==> src/uodc_defines.vh <==
`ifndef UODC_DEFINES_VH
`define UODC_DEFINES_VH

// ----------------------------------------------------------------------
// Register word offsets
// ----------------------------------------------------------------------
`define UODC_ADDR_W        5
`define UODC_OFF_CTRL      5'h00
`define UODC_OFF_OTG       5'h01
`define UODC_OFF_PWR       5'h02
`define UODC_OFF_IRQ_FLAG  5'h03
`define UODC_OFF_IRQ_EN    5'h04
`define UODC_OFF_ERR_FLAG  5'h05
`define UODC_OFF_ERR_EN    5'h06
`define UODC_OFF_EP0       5'h07
`define UODC_OFF_DEVADDR   5'h08
`define UODC_OFF_ENDPOINT_STALL_FLAG   5'h09
`define UODC_OFF_FRAME     5'h0a
`define UODC_DESC_SEL      4
`define UODC_DESC_IDX_W    4

// ----------------------------------------------------------------------
// Module control bits
// ----------------------------------------------------------------------
`define UODC_CTL_ENABLE    0
`define UODC_CTL_PPRST     1
`define UODC_CTL_HOST      3
`define UODC_CTL_BUSRST    4
`define UODC_CTL_LINE_J_STATE_BIT    7

// ----------------------------------------------------------------------
// OTG control bits
// ----------------------------------------------------------------------
`define UODC_OTG_OTG_FUNCTION_ENABLE     2
`define UODC_OTG_DMPD      4
`define UODC_OTG_DPPD      5
`define UODC_OTG_DMPU      6
`define UODC_OTG_DPPU      7

// ----------------------------------------------------------------------
// Endpoint zero control and address bits
// ----------------------------------------------------------------------
`define UODC_EP0_HSHK      0
`define UODC_EP0_TXEN      2
`define UODC_EP0_RXEN      3
`define UODC_EP0_LOW_SPEED_ENDPOINT_SELECT      7
`define UODC_ADR_LOW_SPEED_ADDRESS_ENABLE    7

// ----------------------------------------------------------------------
// Top level flag bits
// ----------------------------------------------------------------------
`define UODC_IRQ_ERR       1
`define UODC_IRQ_SOF       2
`define UODC_IRQ_TRN       3
`define UODC_IRQ_STALL     5
`define UODC_IRQ_ATTACH    6

// ----------------------------------------------------------------------
// Descriptor status word layout
// ----------------------------------------------------------------------
`define UODC_BD_OWN        15
`define UODC_BD_TOG        14
`define UODC_BD_TOGEN      11
`define UODC_BD_STALL      10
`define UODC_BD_PID_HI     13
`define UODC_BD_PID_LO     10
`define UODC_BD_BC_HI      9
`define UODC_BD_BC_LO      0

// ----------------------------------------------------------------------
// Token identifiers and handshake codes
// ----------------------------------------------------------------------
`define UODC_PID_OUT       4'h1
`define UODC_PID_IN        4'h9
`define UODC_PID_SETUP     4'hd
`define UODC_HS_ACK        2'h0
`define UODC_HS_NAK        2'h1
`define UODC_HS_STALL      2'h2
`define UODC_HS_DATA       2'h3

// ----------------------------------------------------------------------
// Frame timing
// ----------------------------------------------------------------------
`define UODC_FRAME_LOAD    14'h2ee0
`define UODC_BIT_DIV       8'h15

`endif

==> src/uodc_core.v <==
// Overview of operation
// Cleared owner flag: descriptor fields ignored.
// Toggle select ignored unless checking enabled; IN answers send it as tx_toggle even with checking off.
// Checking on: wrong toggle packets ignored.
// Buffer stall: STALL, descriptor left unchanged.
// Buffer stall handshake sets endpoint stall flag.
// Software keeps reserved status bits zero.
// Byte count replaced by bytes actually moved.
// All interrupt sources share one request.
// Two levels; any error sets summary.
// Flags hardware set, write one clears.
// Device mode finishes control status phase alone.
// Pointer reset bit returns ping-pong pointers.
// Software bring-up: masks, flags, enables.
// Software then enables endpoint zero, power, pull-up.
// IN token on owned descriptor sends buffer.
// OUT token on owned descriptor stores data.
// Host transfers use endpoint zero only.
// Host enable exposes host-only control bits.
// Host frames load 12000; enable bit stops them.
// Host pull-downs; low-to-high line sets attach.
// Software waits, reads line state, sets low speed.
// Bus reset bit drives reset signalling.
// Completion writes token PID and byte count.
// Software leaves owned descriptors alone.
// Completion clears owner with transfer flag.
// Write-one-clear touches only written ones.
`include "uodc_defines.vh"
`default_nettype none

module uodc_core #(
	parameter EP_W    = 2,
	parameter ERR_N   = 8,
	parameter BIT_DIV = `UODC_BIT_DIV
) (
	// Clock and reset
	input  wire                    core_clk,
	input  wire                    nrst,
	// Register port
	input  wire [`UODC_ADDR_W-1:0] reg_addr,
	input  wire [15:0]             reg_wdata,
	input  wire                    reg_wr,
	input  wire                    reg_rd,
	output wire [15:0]             reg_rdata,
	// Token events from the serial engine
	input  wire                    tok_valid,
	input  wire [3:0]              tok_pid,
	input  wire [EP_W-1:0]         tok_ep,
	input  wire                    tok_status_phase,
	input  wire                    pkt_toggle,
	input  wire [9:0]              pkt_count,
	input  wire [ERR_N-1:0]        err_event,
	// Answer to the serial engine
	output wire                    hs_valid,
	output wire [1:0]              hs_code,
	output wire [9:0]              tx_count,
	output wire                    tx_toggle,
	// Bus line state and pins
	input  wire                    line_dp,
	input  wire                    line_dm,
	output wire                    dplus_pullup_enable,
	output wire                    dminus_pullup_enable,
	output wire                    dplus_pulldown_enable,
	output wire                    dminus_pulldown_enable,
	output wire                    bus_reset_out,
	output wire                    sof_pulse,
	output wire                    module_power_out,
	output wire [(2<<EP_W)-1:0]    pp_pointer,
	// Interrupt request
	output wire                    irq
);

	localparam EP_N   = 1 << EP_W;
	localparam DIDX_W = EP_W + 2;
	localparam DESC_N = 1 << DIDX_W;

	// ------------------------------------------------------------------
	// Registers
	// ------------------------------------------------------------------
	reg  [7:0]        ctrl_reg;
	reg  [7:0]        otg_reg;
	reg               pwr_reg;
	reg  [7:0]        irq_flag_reg;
	reg  [7:0]        irq_en_reg;
	reg  [ERR_N-1:0]  err_flag_reg;
	reg  [ERR_N-1:0]  err_en_reg;
	reg  [7:0]        ep0_reg;
	reg  [7:0]        devaddr_reg;
	reg  [EP_N-1:0]   ep_stall_reg;
	reg  [15:0]       desc_reg [0:DESC_N-1];
	reg  [EP_N*2-1:0] pp_reg;
	reg  [15:0]       rdata_reg;
	reg               hs_valid_reg;
	reg  [1:0]        hs_code_reg;
	reg  [9:0]        tx_count_reg;
	reg               tx_toggle_reg;
	reg  [13:0]       frame_reg;
	reg  [7:0]        div_reg;
	reg               sof_reg;
	reg               dp_prev_reg;
	reg               dm_prev_reg;
	integer           i;

	// ------------------------------------------------------------------
	// Mode decode
	// ------------------------------------------------------------------
	wire host_mode  = ctrl_reg[`UODC_CTL_HOST];
	wire dev_active = ctrl_reg[`UODC_CTL_ENABLE] & ~host_mode & pwr_reg;
	wire sof_on     = host_mode & ctrl_reg[`UODC_CTL_ENABLE];
	wire is_desc    = reg_addr[`UODC_DESC_SEL];
	wire [`UODC_DESC_IDX_W-1:0] cpu_idx = reg_addr[`UODC_DESC_IDX_W-1:0];

	// ------------------------------------------------------------------
	// Token decode
	// ------------------------------------------------------------------
	wire [EP_W-1:0]   ep      = host_mode ? {EP_W{1'b0}} : tok_ep;
	wire              dir_in  = (tok_pid == `UODC_PID_IN);
	wire              is_out  = (tok_pid == `UODC_PID_OUT) | (tok_pid == `UODC_PID_SETUP);
	wire [EP_W:0]     pp_idx  = {ep, dir_in};
	wire [DIDX_W-1:0] d_idx   = {ep, dir_in, pp_reg[pp_idx]};
	wire [15:0]       d_word  = desc_reg[d_idx];
	wire              ep_zero = (ep == {EP_W{1'b0}});
	wire              ep0_blk = ep_zero & (dir_in ? ~ep0_reg[`UODC_EP0_TXEN]
	                                               : ~ep0_reg[`UODC_EP0_RXEN]);
	wire              tok_ok  = tok_valid & (dev_active | host_mode) & (dir_in | is_out);
	wire              owned   = d_word[`UODC_BD_OWN];
	wire              stall   = owned & d_word[`UODC_BD_STALL];
	wire              tog_bad = d_word[`UODC_BD_TOGEN] &
	                            (pkt_toggle != d_word[`UODC_BD_TOG]);
	wire              status  = tok_ok & ~host_mode & ep_zero & tok_status_phase;

	reg               do_nak;
	reg               do_stall;
	reg               do_done;
	reg  [9:0]        done_cnt;

	always @* begin
		do_nak   = 1'b0;
		do_stall = 1'b0;
		do_done  = 1'b0;
		done_cnt = d_word[`UODC_BD_BC_HI:`UODC_BD_BC_LO];
		if (tok_ok && !status && !ep0_blk) begin
			if (!owned) begin
				do_nak = 1'b1;
			end else if (stall) begin
				do_stall = 1'b1;
			end else if (dir_in) begin
				do_done = 1'b1;
			end else if (!tog_bad) begin
				do_done  = 1'b1;
				done_cnt = pkt_count;
			end
		end
	end

	// ------------------------------------------------------------------
	// Handshake answer
	// ------------------------------------------------------------------
	wire hs_en = ~ep_zero | ep0_reg[`UODC_EP0_HSHK];

	always @(posedge core_clk) begin
		if (!nrst) begin
			hs_valid_reg  <= 1'b0;
			hs_code_reg   <= `UODC_HS_ACK;
			tx_count_reg  <= 10'h000;
			tx_toggle_reg <= 1'b0;
		end else begin
			hs_valid_reg <= hs_en & (status | do_nak | do_stall | do_done);
			if (status) begin
				hs_code_reg   <= dir_in ? `UODC_HS_DATA : `UODC_HS_ACK;
				tx_count_reg  <= dir_in ? 10'h000 : tx_count_reg;
				tx_toggle_reg <= dir_in | tx_toggle_reg;
			end else if (do_stall) begin
				hs_code_reg <= `UODC_HS_STALL;
			end else if (do_nak) begin
				hs_code_reg <= `UODC_HS_NAK;
			end else if (do_done && dir_in) begin
				hs_code_reg   <= `UODC_HS_DATA;
				tx_count_reg  <= done_cnt;
				tx_toggle_reg <= d_word[`UODC_BD_TOG];
			end else if (do_done) begin
				hs_code_reg <= `UODC_HS_ACK;
			end
		end
	end

	// ------------------------------------------------------------------
	// Descriptor table and ping-pong pointers
	// ------------------------------------------------------------------
	always @(posedge core_clk) begin
		if (!nrst) begin
			for (i = 0; i < DESC_N; i = i + 1) begin
				desc_reg[i] <= 16'h0000;
			end
			pp_reg <= {EP_N*2{1'b0}};
		end else begin
			if (reg_wr && is_desc) begin
				desc_reg[cpu_idx] <= reg_wdata;
			end
			if (do_done) begin
				desc_reg[d_idx] <= {1'b0, d_word[`UODC_BD_TOG], tok_pid, done_cnt};
			end
			if (ctrl_reg[`UODC_CTL_PPRST]) begin
				pp_reg <= {EP_N*2{1'b0}};
			end else if (do_done) begin
				pp_reg[pp_idx] <= ~pp_reg[pp_idx];
			end
		end
	end

	// ------------------------------------------------------------------
	// Control registers
	// ------------------------------------------------------------------
	wire [7:0] ctrl_host_mask = {3'h0, host_mode, 4'hf};

	always @(posedge core_clk) begin
		if (!nrst) begin
			ctrl_reg    <= 8'h00;
			otg_reg     <= 8'h00;
			pwr_reg     <= 1'b0;
			irq_en_reg  <= 8'h00;
			err_en_reg  <= {ERR_N{1'b0}};
			ep0_reg     <= 8'h00;
			devaddr_reg <= 8'h00;
		end else if (reg_wr && !is_desc) begin
			case (reg_addr)
				`UODC_OFF_CTRL: begin
					ctrl_reg <= reg_wdata[7:0] & ctrl_host_mask & 8'h7f;
				end
				`UODC_OFF_OTG: begin
					otg_reg <= reg_wdata[7:0];
				end
				`UODC_OFF_PWR: begin
					pwr_reg <= reg_wdata[0];
				end
				`UODC_OFF_IRQ_EN: begin
					irq_en_reg <= reg_wdata[7:0];
				end
				`UODC_OFF_ERR_EN: begin
					err_en_reg <= reg_wdata[ERR_N-1:0];
				end
				`UODC_OFF_EP0: begin
					ep0_reg <= reg_wdata[7:0];
				end
				`UODC_OFF_DEVADDR: begin
					devaddr_reg <= reg_wdata[7:0];
				end
				default: begin
				end
			endcase
		end
	end

	// ------------------------------------------------------------------
	// Frame start generation
	// ------------------------------------------------------------------
	always @(posedge core_clk) begin
		if (!nrst) begin
			frame_reg <= `UODC_FRAME_LOAD;
			div_reg   <= 8'h00;
			sof_reg   <= 1'b0;
		end else if (!sof_on) begin
			frame_reg <= `UODC_FRAME_LOAD;
			div_reg   <= 8'h00;
			sof_reg   <= 1'b0;
		end else if (div_reg == BIT_DIV[7:0] - 8'h01) begin
			div_reg <= 8'h00;
			if (frame_reg == 14'h0001) begin
				frame_reg <= `UODC_FRAME_LOAD;
				sof_reg   <= 1'b1;
			end else begin
				frame_reg <= frame_reg - 14'h0001;
				sof_reg   <= 1'b0;
			end
		end else begin
			div_reg <= div_reg + 8'h01;
			sof_reg <= 1'b0;
		end
	end

	// ------------------------------------------------------------------
	// Interrupt flags
	// ------------------------------------------------------------------
	wire attach_ev = host_mode & ((line_dp & ~dp_prev_reg) | (line_dm & ~dm_prev_reg));
	wire wr_irq    = reg_wr & (reg_addr == `UODC_OFF_IRQ_FLAG);
	wire wr_err    = reg_wr & (reg_addr == `UODC_OFF_ERR_FLAG);
	wire wr_stl    = reg_wr & (reg_addr == `UODC_OFF_ENDPOINT_STALL_FLAG);
	wire [7:0] irq_set;

	assign irq_set = {1'b0, attach_ev, do_stall, 1'b0, do_done, sof_reg, 2'h0};

	always @(posedge core_clk) begin
		if (!nrst) begin
			irq_flag_reg <= 8'h00;
			err_flag_reg <= {ERR_N{1'b0}};
			ep_stall_reg <= {EP_N{1'b0}};
			dp_prev_reg  <= 1'b0;
			dm_prev_reg  <= 1'b0;
		end else begin
			dp_prev_reg <= line_dp;
			dm_prev_reg <= line_dm;
			irq_flag_reg <= (irq_flag_reg & ~({8{wr_irq}} & reg_wdata[7:0])) | irq_set;
			err_flag_reg <= (err_flag_reg & ~({ERR_N{wr_err}} & reg_wdata[ERR_N-1:0]))
			                | err_event;
			ep_stall_reg <= (ep_stall_reg & ~({EP_N{wr_stl}} & reg_wdata[EP_N-1:0]))
			                | ({{(EP_N-1){1'b0}}, do_stall} << ep);
		end
	end

	wire       err_sum  = |err_flag_reg;
	wire [7:0] irq_view = irq_flag_reg | ({7'h00, err_sum} << `UODC_IRQ_ERR);
	wire       err_irq  = |(err_flag_reg & err_en_reg);

	assign irq = |(irq_view & irq_en_reg & ~(8'h01 << `UODC_IRQ_ERR))
	             | (err_irq & irq_en_reg[`UODC_IRQ_ERR]);

	// ------------------------------------------------------------------
	// Read port
	// ------------------------------------------------------------------
	reg [15:0] rd_mux;

	always @* begin
		rd_mux = 16'h0000;
		if (is_desc) begin
			rd_mux = desc_reg[cpu_idx];
		end else begin
			case (reg_addr)
				`UODC_OFF_CTRL: begin
					rd_mux = {8'h00, line_dp, ctrl_reg[6:0]};
				end
				`UODC_OFF_OTG: begin
					rd_mux = {8'h00, otg_reg};
				end
				`UODC_OFF_PWR: begin
					rd_mux = {15'h0000, pwr_reg};
				end
				`UODC_OFF_IRQ_FLAG: begin
					rd_mux = {8'h00, irq_view};
				end
				`UODC_OFF_IRQ_EN: begin
					rd_mux = {8'h00, irq_en_reg};
				end
				`UODC_OFF_ERR_FLAG: begin
					rd_mux[ERR_N-1:0] = err_flag_reg;
				end
				`UODC_OFF_ERR_EN: begin
					rd_mux[ERR_N-1:0] = err_en_reg;
				end
				`UODC_OFF_EP0: begin
					rd_mux = {8'h00, ep0_reg};
				end
				`UODC_OFF_DEVADDR: begin
					rd_mux = {8'h00, devaddr_reg};
				end
				`UODC_OFF_ENDPOINT_STALL_FLAG: begin
					rd_mux[EP_N-1:0] = ep_stall_reg;
				end
				`UODC_OFF_FRAME: begin
					rd_mux = {2'h0, frame_reg};
				end
				default: begin
					rd_mux = 16'h0000;
				end
			endcase
		end
	end

	always @(posedge core_clk) begin
		if (!nrst) begin
			rdata_reg <= 16'h0000;
		end else begin
			rdata_reg <= reg_rd ? rd_mux : 16'h0000;
		end
	end

	// ------------------------------------------------------------------
	// Outputs
	// ------------------------------------------------------------------
	assign reg_rdata              = rdata_reg;
	assign hs_valid               = hs_valid_reg;
	assign hs_code                = hs_code_reg;
	assign tx_count               = tx_count_reg;
	assign tx_toggle              = tx_toggle_reg;
	assign dplus_pullup_enable    = otg_reg[`UODC_OTG_DPPU] & ~host_mode;
	assign dminus_pullup_enable   = otg_reg[`UODC_OTG_DMPU] & ~host_mode;
	assign dplus_pulldown_enable  = otg_reg[`UODC_OTG_DPPD];
	assign dminus_pulldown_enable = otg_reg[`UODC_OTG_DMPD];
	assign bus_reset_out          = host_mode & ctrl_reg[`UODC_CTL_BUSRST];
	assign sof_pulse              = sof_reg;
	assign module_power_out       = pwr_reg;
	assign pp_pointer             = pp_reg;

endmodule

`default_nettype wire

==> config.mk <==
export PLATFORM = sky130hd
export DESIGN_NAME = uodc_core
export DESIGN_NICKNAME = d
export VERILOG_FILES = /design/src/uodc_core.v
export VERILOG_INCLUDE_DIRS = /design/src
export SDC_FILE = /design/constraint.sdc
export NUM_CORES = 1
export LEC_CHECK = 0
export ABC_AREA = 0
export BUFFER_PORTS_ARGS = -buffer_cell sky130_fd_sc_hd__buf_2
export CORE_ASPECT_RATIO = 0.7
export CORE_MARGIN = 3
export CORE_UTILIZATION = 30
export DETAILED_ROUTE_END_ITERATION = 8
export GPL_TIMING_DRIVEN = 0
export SKIP_CTS_REPAIR_TIMING = 1
export SLEW_MARGIN = 5
export SYNTH_ARGS = -nofsm -noshare
export SYNTH_HDL_FRONTEND = slang
export SYNTH_SLANG_ARGS = --single-unit
==> constraint.sdc <==
create_clock -name core_clk -period 6.6 [get_ports core_clk]
set_clock_uncertainty 0.2 [all_clocks]
set_input_delay 0 -clock core_clk [delete_from_list [all_inputs] [get_ports core_clk]]
set_output_delay 0 -clock core_clk [all_outputs]
set_load 0.005 [all_outputs]
==> key figures, run 1 <==
Status
  • Status: complete, but fails checks
  • Violated checks: DRC, capacitance limit, slew limit, setup timing

Clocking
  • TritonCTS Sinks: 385
  • Root Driver: clkbuf_16
  • CTS Buf Count: 41
  • H-tree depth: 2
  • Skew-Pair Late Insertion Delay: 0.59 ns
  • CTS clk-pin slew, worst paths: 0.07 ns
  • CTS tree: built
  • Clock Path Buffers: 3

Power and ir drop
  • Pwr/cell area: 237 mW/mm2
  • Worst VDD drop: 152 uV
  • Leak: 8.63 nW
  • Pwr Total: 5.85 mW

Logic synthesis
  • Count leader, synth: nand2_1
  • Post-synth net total: 2103
  • Yosys reg bits: 385
  • Post-synth top flop: edfxtp_1
  • Synth area leaders: edfxtp_1 (35%), dfxtp_1 (14%), mux4_2 (10%)
  • Most frequent cells after synthesis: nand2_1 (258), edfxtp_1 (240), nand3_1 (228)
  • Post-synth top area share: 34.7%
  • Syn avg cell area: 10.2 um2
  • Mapped Cells: 2045
  • Register area share after synthesis: 48.7%
  • Post-synth top area cell: edfxtp_1
  • Syn. warnings: 0
  • Synth async-reset ratio: 0%
  • Mapped cell area: 0.0208 mm2
  • Post-synth EDFFs: 240
  • Netlist cell types: 81

Timing
  • RSZ-0062 raised after global routing: false
  • Period minus WS final: 6.71 ns
  • Final worst slack: -0.113 ns
  • Worst-margin pin slew: 1.60 ns
  • Finish-stage setup viols: 9
  • Slew headroom: -6.44%
  • Final Cycle Share: 102%
  • Hold Fails Final Rpt: 0
  • Final Max Tran Viols: 38
  • Achievable frequency: 0.149 GHz

Floorplan
  • I/O pin cnt: 100
  • Core Footprint: 0.0684 mm2
  • Row Count: 80
  • Die width: 321 um
  • Starting density of the core: 30.4%
  • Die ar.: 0.0725 mm2
  • Chip height: 226 um

Routing
  • Antenna-violating nets left: 0
  • Drt pass-1 iters: 9
  • DR WL/cell: 35.5 um
  • Vias per cell: 6.61
  • Post-route DRC: 37
  • Routed vias: 21100
  • Final wirelength: 113 mm
  • Drt initial violations: 4864

Global route
  • Total gr overflow: 0
  • First-pass GRT wire length: 151 mm
  • Initial antenna violation count: 3
  • GRT Util Overall: 30.0%
  • Largest net degree at the start of global routing: 16
  • Vias in the first global route: 18700

Final layout
  • Layout net count: 2312
  • Fraction of layout instances using a drive strength above 1: 15.5%
  • Layout area overhead: 18.7%
  • Max reg flops: 256

Placed design
  • HPWL after DPL: 78.7 mm
  • Place WS: 0.529 ns
  • Gp weighted congestion: 1.11
  • Port bufs: 85

Worst setup path
  • Critical path class: flop to flop
  • Critical Path Fanout Max: 10
  • Crit end category: flop
  • Arrival time of the worst setup path: 6.83 ns
  • Worst setup SP type: flop
  • Req. time, crit path: 6.72 ns

Flow run
  • Max_cap viols: 8

Min path
  • Hold Path Class: input port to flop
[power by group]
part | total [mW] | switching (mW) | internal, mW
Sequential | 2.70 | 0.0584 | 2.65
Clock | 2.40 | 1.06 | 1.34
Combinational | 0.743 | 0.497 | 0.246
[through the flow]
stage	setup TNS [ns]	instances	hold slack (ns)	area [um2]	util, %
final	-0.895	3190	0.000590	24700	36.1
after floorplan	0	2045	-0.0826	20800	-
after global placement	-53.94	3032	0.00684	22300	32.7
after detailed placement	0	3054	0.0128	22700	33.2
after CTS	0	3128	-0.565	24000	35.2
after global routing	0	3187	0.00809	24700	36.1
[logic make-up after synthesis]
group	count (synthesis)	share of synthesized area [%]
fa+ha+maj	4	0.241
flops	385	48.7
xor+xnor	16	0.765
simple gates	771	18.1
buf+inv	221	4.29
mux	184	14.6
compound gates	464	13.4
[placed cells by master, fill, tap and decap left out, types with 16 or more instances in the layout]
cell | Yosys | layout
mux4_2 | 93 | 93
clkbuf_16 | 0 | 44
mux2i_1 | 84 | 84
nand3_1 | 228 | 228
nand2_1 | 258 | 258
o22ai_1 | 31 | 31
buf_1 | 21 | 17
edfxtp_1 | 240 | 240
and3_1 | 31 | 31
nor2_1 | 117 | 112
a22oi_1 | 27 | 27
buf_2 | 23 | 109
a21oi_1 | 108 | 108
dfxtp_1 | 145 | 145
nor3_1 | 20 | 16
inv_1 | 34 | 34
dlygate4sd3_1 | 0 | 59
o21ai_0 | 199 | 199
clkbuf_1 | 132 | 138
[metal layers]
layer	wire (um)	GRT usage [%]	up-vias	share of wire [%]
met2	42400	39.1	2282	37
met1	43200	40.1	10300	38
met4	5530	11.7	4	4.9
met5	37	0	-	0.033
met3	22100	17.8	394	20
li1	-	-	8090	-
[critical path, stage by stage, from the launching register on]
cell and delay [ns]:
dfxtp_1 0.43, clkbuf_1 0.57, clkbuf_1 0.74, o221ai_1 0.30, o21ai_0 0.22, nor4_1 0.21, and2_1 0.19, clkbuf_1 0.19
nand2b_1 0.12, clkbuf_1 0.92, clkbuf_1 1.09, nand3b_1 0.86, buf_8 0.43
[final timing paths]
kind | startpoint | to | slack [ns] | cells past startpoint
setup / recovery | ctrl_reg[3] | desc_reg[15][6] | -0.11 | 12
setup reg to reg | ctrl_reg[3] | desc_reg[15][6] | -0.11 | 12
hold / removal | line_dm | dm_prev_reg | 0.0006 | 4
hold reg to reg | ep0_reg[1] | ep0_reg[1] | 0.26 | 2
[area by class of cell]
type                            count  area [um2]
Multi-Input combinational cell   1439        9870
Timing Repair Buffer              166        1320
Clock buffer                       56        1190
Fill cell                        6847       43700
Antenna cell                        3        7.51
Clock inverter                     18         145
Inverter                           34         128
Tap cell                          902        1130
Buffer                            187         771
Sequential cell                   385       10100
No activity file was read; power rests on OpenSTA's default activity.
==> run 2: changes to the inputs <==
CORE_ASPECT_RATIO = not set   (was 0.7)
CTS_BUF_LIST = sky130_fd_sc_hd__clkbuf_4   (was not set)
==> run 2 against run 1 <==
Effect of this change:
- the flow finishes with violations (hold timing, capacitance limit, slew limit, setup timing)
- core utilization up 0.86 points
- clock-buffer cell count up 88
- worst hold slack worse by 0.056 ns
- register-to-register slack better by 0.11 ns
- global-route usage down 1.6 points
- sequential cell count unchanged
- via count down 0.93%
- highest routed layer unchanged
==> key figures, run 2 (synthesis results as in run 1) <==
Power and ir drop
  • Pwr/cell area: 224 mW/mm2 (-5.4%)
  • Worst VDD drop: 97.2 uV (-36%)
  • Pwr Total: 5.62 mW (-3.9%)
  • Leak: 8.91 nW (+3.2%)

Timing
  • Finish-stage setup viols: 2 (-7)
  • Final Max Tran Viols: 11 (-71%)
  • Final worst slack: -0.00179 ns (+0.111 ns)
  • Final Cycle Share: 100% (-1.7 points)
  • Achievable frequency: 0.151 GHz (+1.7%)
  • Period minus WS final: 6.60 ns (-0.111 ns)
  • Worst-margin pin slew: 1.60 ns (+0.00679 ns)
  • RSZ-0062 raised after global routing: false
  • Hold Fails Final Rpt: 3 (+3)
  • Slew headroom: -7.28% (-0.85 points)
  • Hold Slack: -0.0557 ns (-0.0563 ns)

Final layout
  • Fraction of layout instances using a drive strength above 1: 17.7% (+2.2 points)
  • Commonest non-fill, non-tap cell in the layout: nand2_1
  • Sequential Area: 0.0101 mm2 (unchanged)
  • Area of the multi-input gates: 0.00984 mm2 (-0.25%)
  • Layout area overhead: 20.7%
  • Filler cells: 6845 (-0.029%)
  • Layout net count: 2421 (+4.7%)
  • Commonest non-fill, non-tap cells in the layout: nand2_1 (258), edfxtp_1 (240), nand3_1 (228), o21ai_0 (199), dfxtp_1 (145)
  • Post-route design area: 0.0251 mm2 (+1.6%)
  • Max reg flops: 256 (unchanged)

Routing
  • Vias per cell: 6.21 (-6.0%)
  • Routed vias: 20900 (-0.93%)
  • Final wirelength: 109 mm (-3.9%)
  • Drt pass-1 iters: 9 (unchanged)
  • Drt initial violations: 3517 (-28%)
  • Antenna-violating nets left: 0 (unchanged)
  • DR WL/cell: 32.4 um (-8.8%)
  • Post-route DRC: 0 (-100%)

Placed design
  • Port bufs: 85 (unchanged)
  • HPWL after DPL: 74.5 mm (-5.4%)
  • Placed cell area: 0.0226 mm2 (-0.55%)
  • Gp weighted congestion: 0.981 (-11%)

Floorplan
  • Starting density of the core: 30.6% (+0.22 points)
  • Die width: 269 um (-16%)
  • Die ar.: 0.0725 mm2 (about the same)
  • Chip height: 269 um (+19%)
  • Core Footprint: 0.0679 mm2 (-0.72%)
  • I/O pin cnt: 100 (unchanged)
  • Row Count: 95 (+19%)

Worst setup path
  • Slowest CP cell: nand3b_1
  • Arrival time of the worst setup path: 6.66 ns (-0.17 ns)
  • Crit end category: flop
  • Req. time, crit path: 6.65 ns (-0.07 ns)
  • Critical path class: flop to flop
  • Critical Path Fanout Max: 15 (+5)
  • Crit path buf inv count: 5 (-1)
  • Cell repeated most along the worst path: clkbuf_1
  • Worst setup SP type: flop
  • Crit path max-delay family: buffers and inverters
  • Crit path cell chain: clkbuf_1 > clkbuf_1 > o221ai_1 > o21ai_0 > nor4_1 > and2_1 > clkbuf_1 > nand2b_1 > clkbuf_1 > clkbuf_1 > nand3b_1
  • Critical path's largest stage delay: 1.16 ns (+0.07 ns)

Flow run
  • Max_cap viols: 3 (-5)

Clocking
  • H-tree depth: 3 (+1)
  • Clock Path Buffers: 3 (unchanged)
  • Skew-Pair Late Insertion Delay: 0.96 ns (+0.37 ns)
  • CTS Buf Count: 101 (+150%)
  • TritonCTS Sinks: 385 (unchanged)
  • CTS tree: built
  • Root Driver: clkbuf_4
  • CTS clk-pin slew, worst paths: 0.07 ns (about the same)

Global route
  • First-pass GRT wire length: 146 mm (-3.4%)
  • Total gr overflow: 0 (unchanged)
  • Vias in the first global route: 19400 (+3.8%)
  • Initial antenna violation count: 8 (+5)
  • Largest net degree at the start of global routing: 17 (+1)
  • GRT Util Overall: 28.5% (-1.6 points)

Status
  • Violated checks: hold timing, capacitance limit, slew limit, setup timing
  • Status: complete, but fails checks

Min path
  • Hold Path Class: input port to flop
==> run 2: area by class of cell <==
type	count	share of cell area, %
diodes	7	0.0699
plain buffers	187	3.06
clock buffers	144	4.31
clock inverters	30	0.754
inverters	34	0.509
multi-input cells	1439	39.3
flip-flops and latches	385	40.3
well taps	921	4.60
repair buffers	215	7.11
==> run 2: where the power goes <==
part	switching, mW	internal, mW	total (mW)
clock network	1.10	1.08	2.18
logic	0.473	0.260	0.733
registers	0.0608	2.65	2.71
==> run 2: final timing paths <==
kind,startpoint,endpoint,slack (ns),cells past startpoint
max,ctrl_reg[3],desc_reg[15][1],-0.002,11
min,nrst,desc_reg[1][15],-0.06,5
max reg2reg,ctrl_reg[3],desc_reg[15][1],-0.002,11
min reg2reg,irq_flag_reg[1],irq_flag_reg[1],0.25,2
==> run 2: stage by stage <==
step	setup WS, ns	utilization [%]	cells	setup TNS (ns)
global placement	-2.70	32.9	3051	-40.49
CTS	0.421	35.1	3237	0
detailed placement	0.425	33.3	3063	0
global route	0.113	36.9	3361	0
floorplan	1.72	-	2045	0
finish	-0.00179	36.9	3362	-0.00324
==> run 2: worst register-to-register path: stages, from the launching register on <==
cell and delay, ns:
dfxtp_1 0.56, clkbuf_1 0.54, clkbuf_1 0.79, o221ai_1 0.19, o21ai_0 0.27, nor4_1 0.24, and2_1 0.20, clkbuf_1 0.18
nand2b_1 0.11, clkbuf_1 0.82, clkbuf_1 0.73, nand3b_1 1.16
==> run 2: per-layer routing <==
metal	up-vias	GRT usage [%]	routed length, um
met5	-	0	11
li1	8391	-	-
met1	10200	34.8	39100
met4	2	16.2	7600
met2	1841	42.2	45900
met3	441	11.8	16200
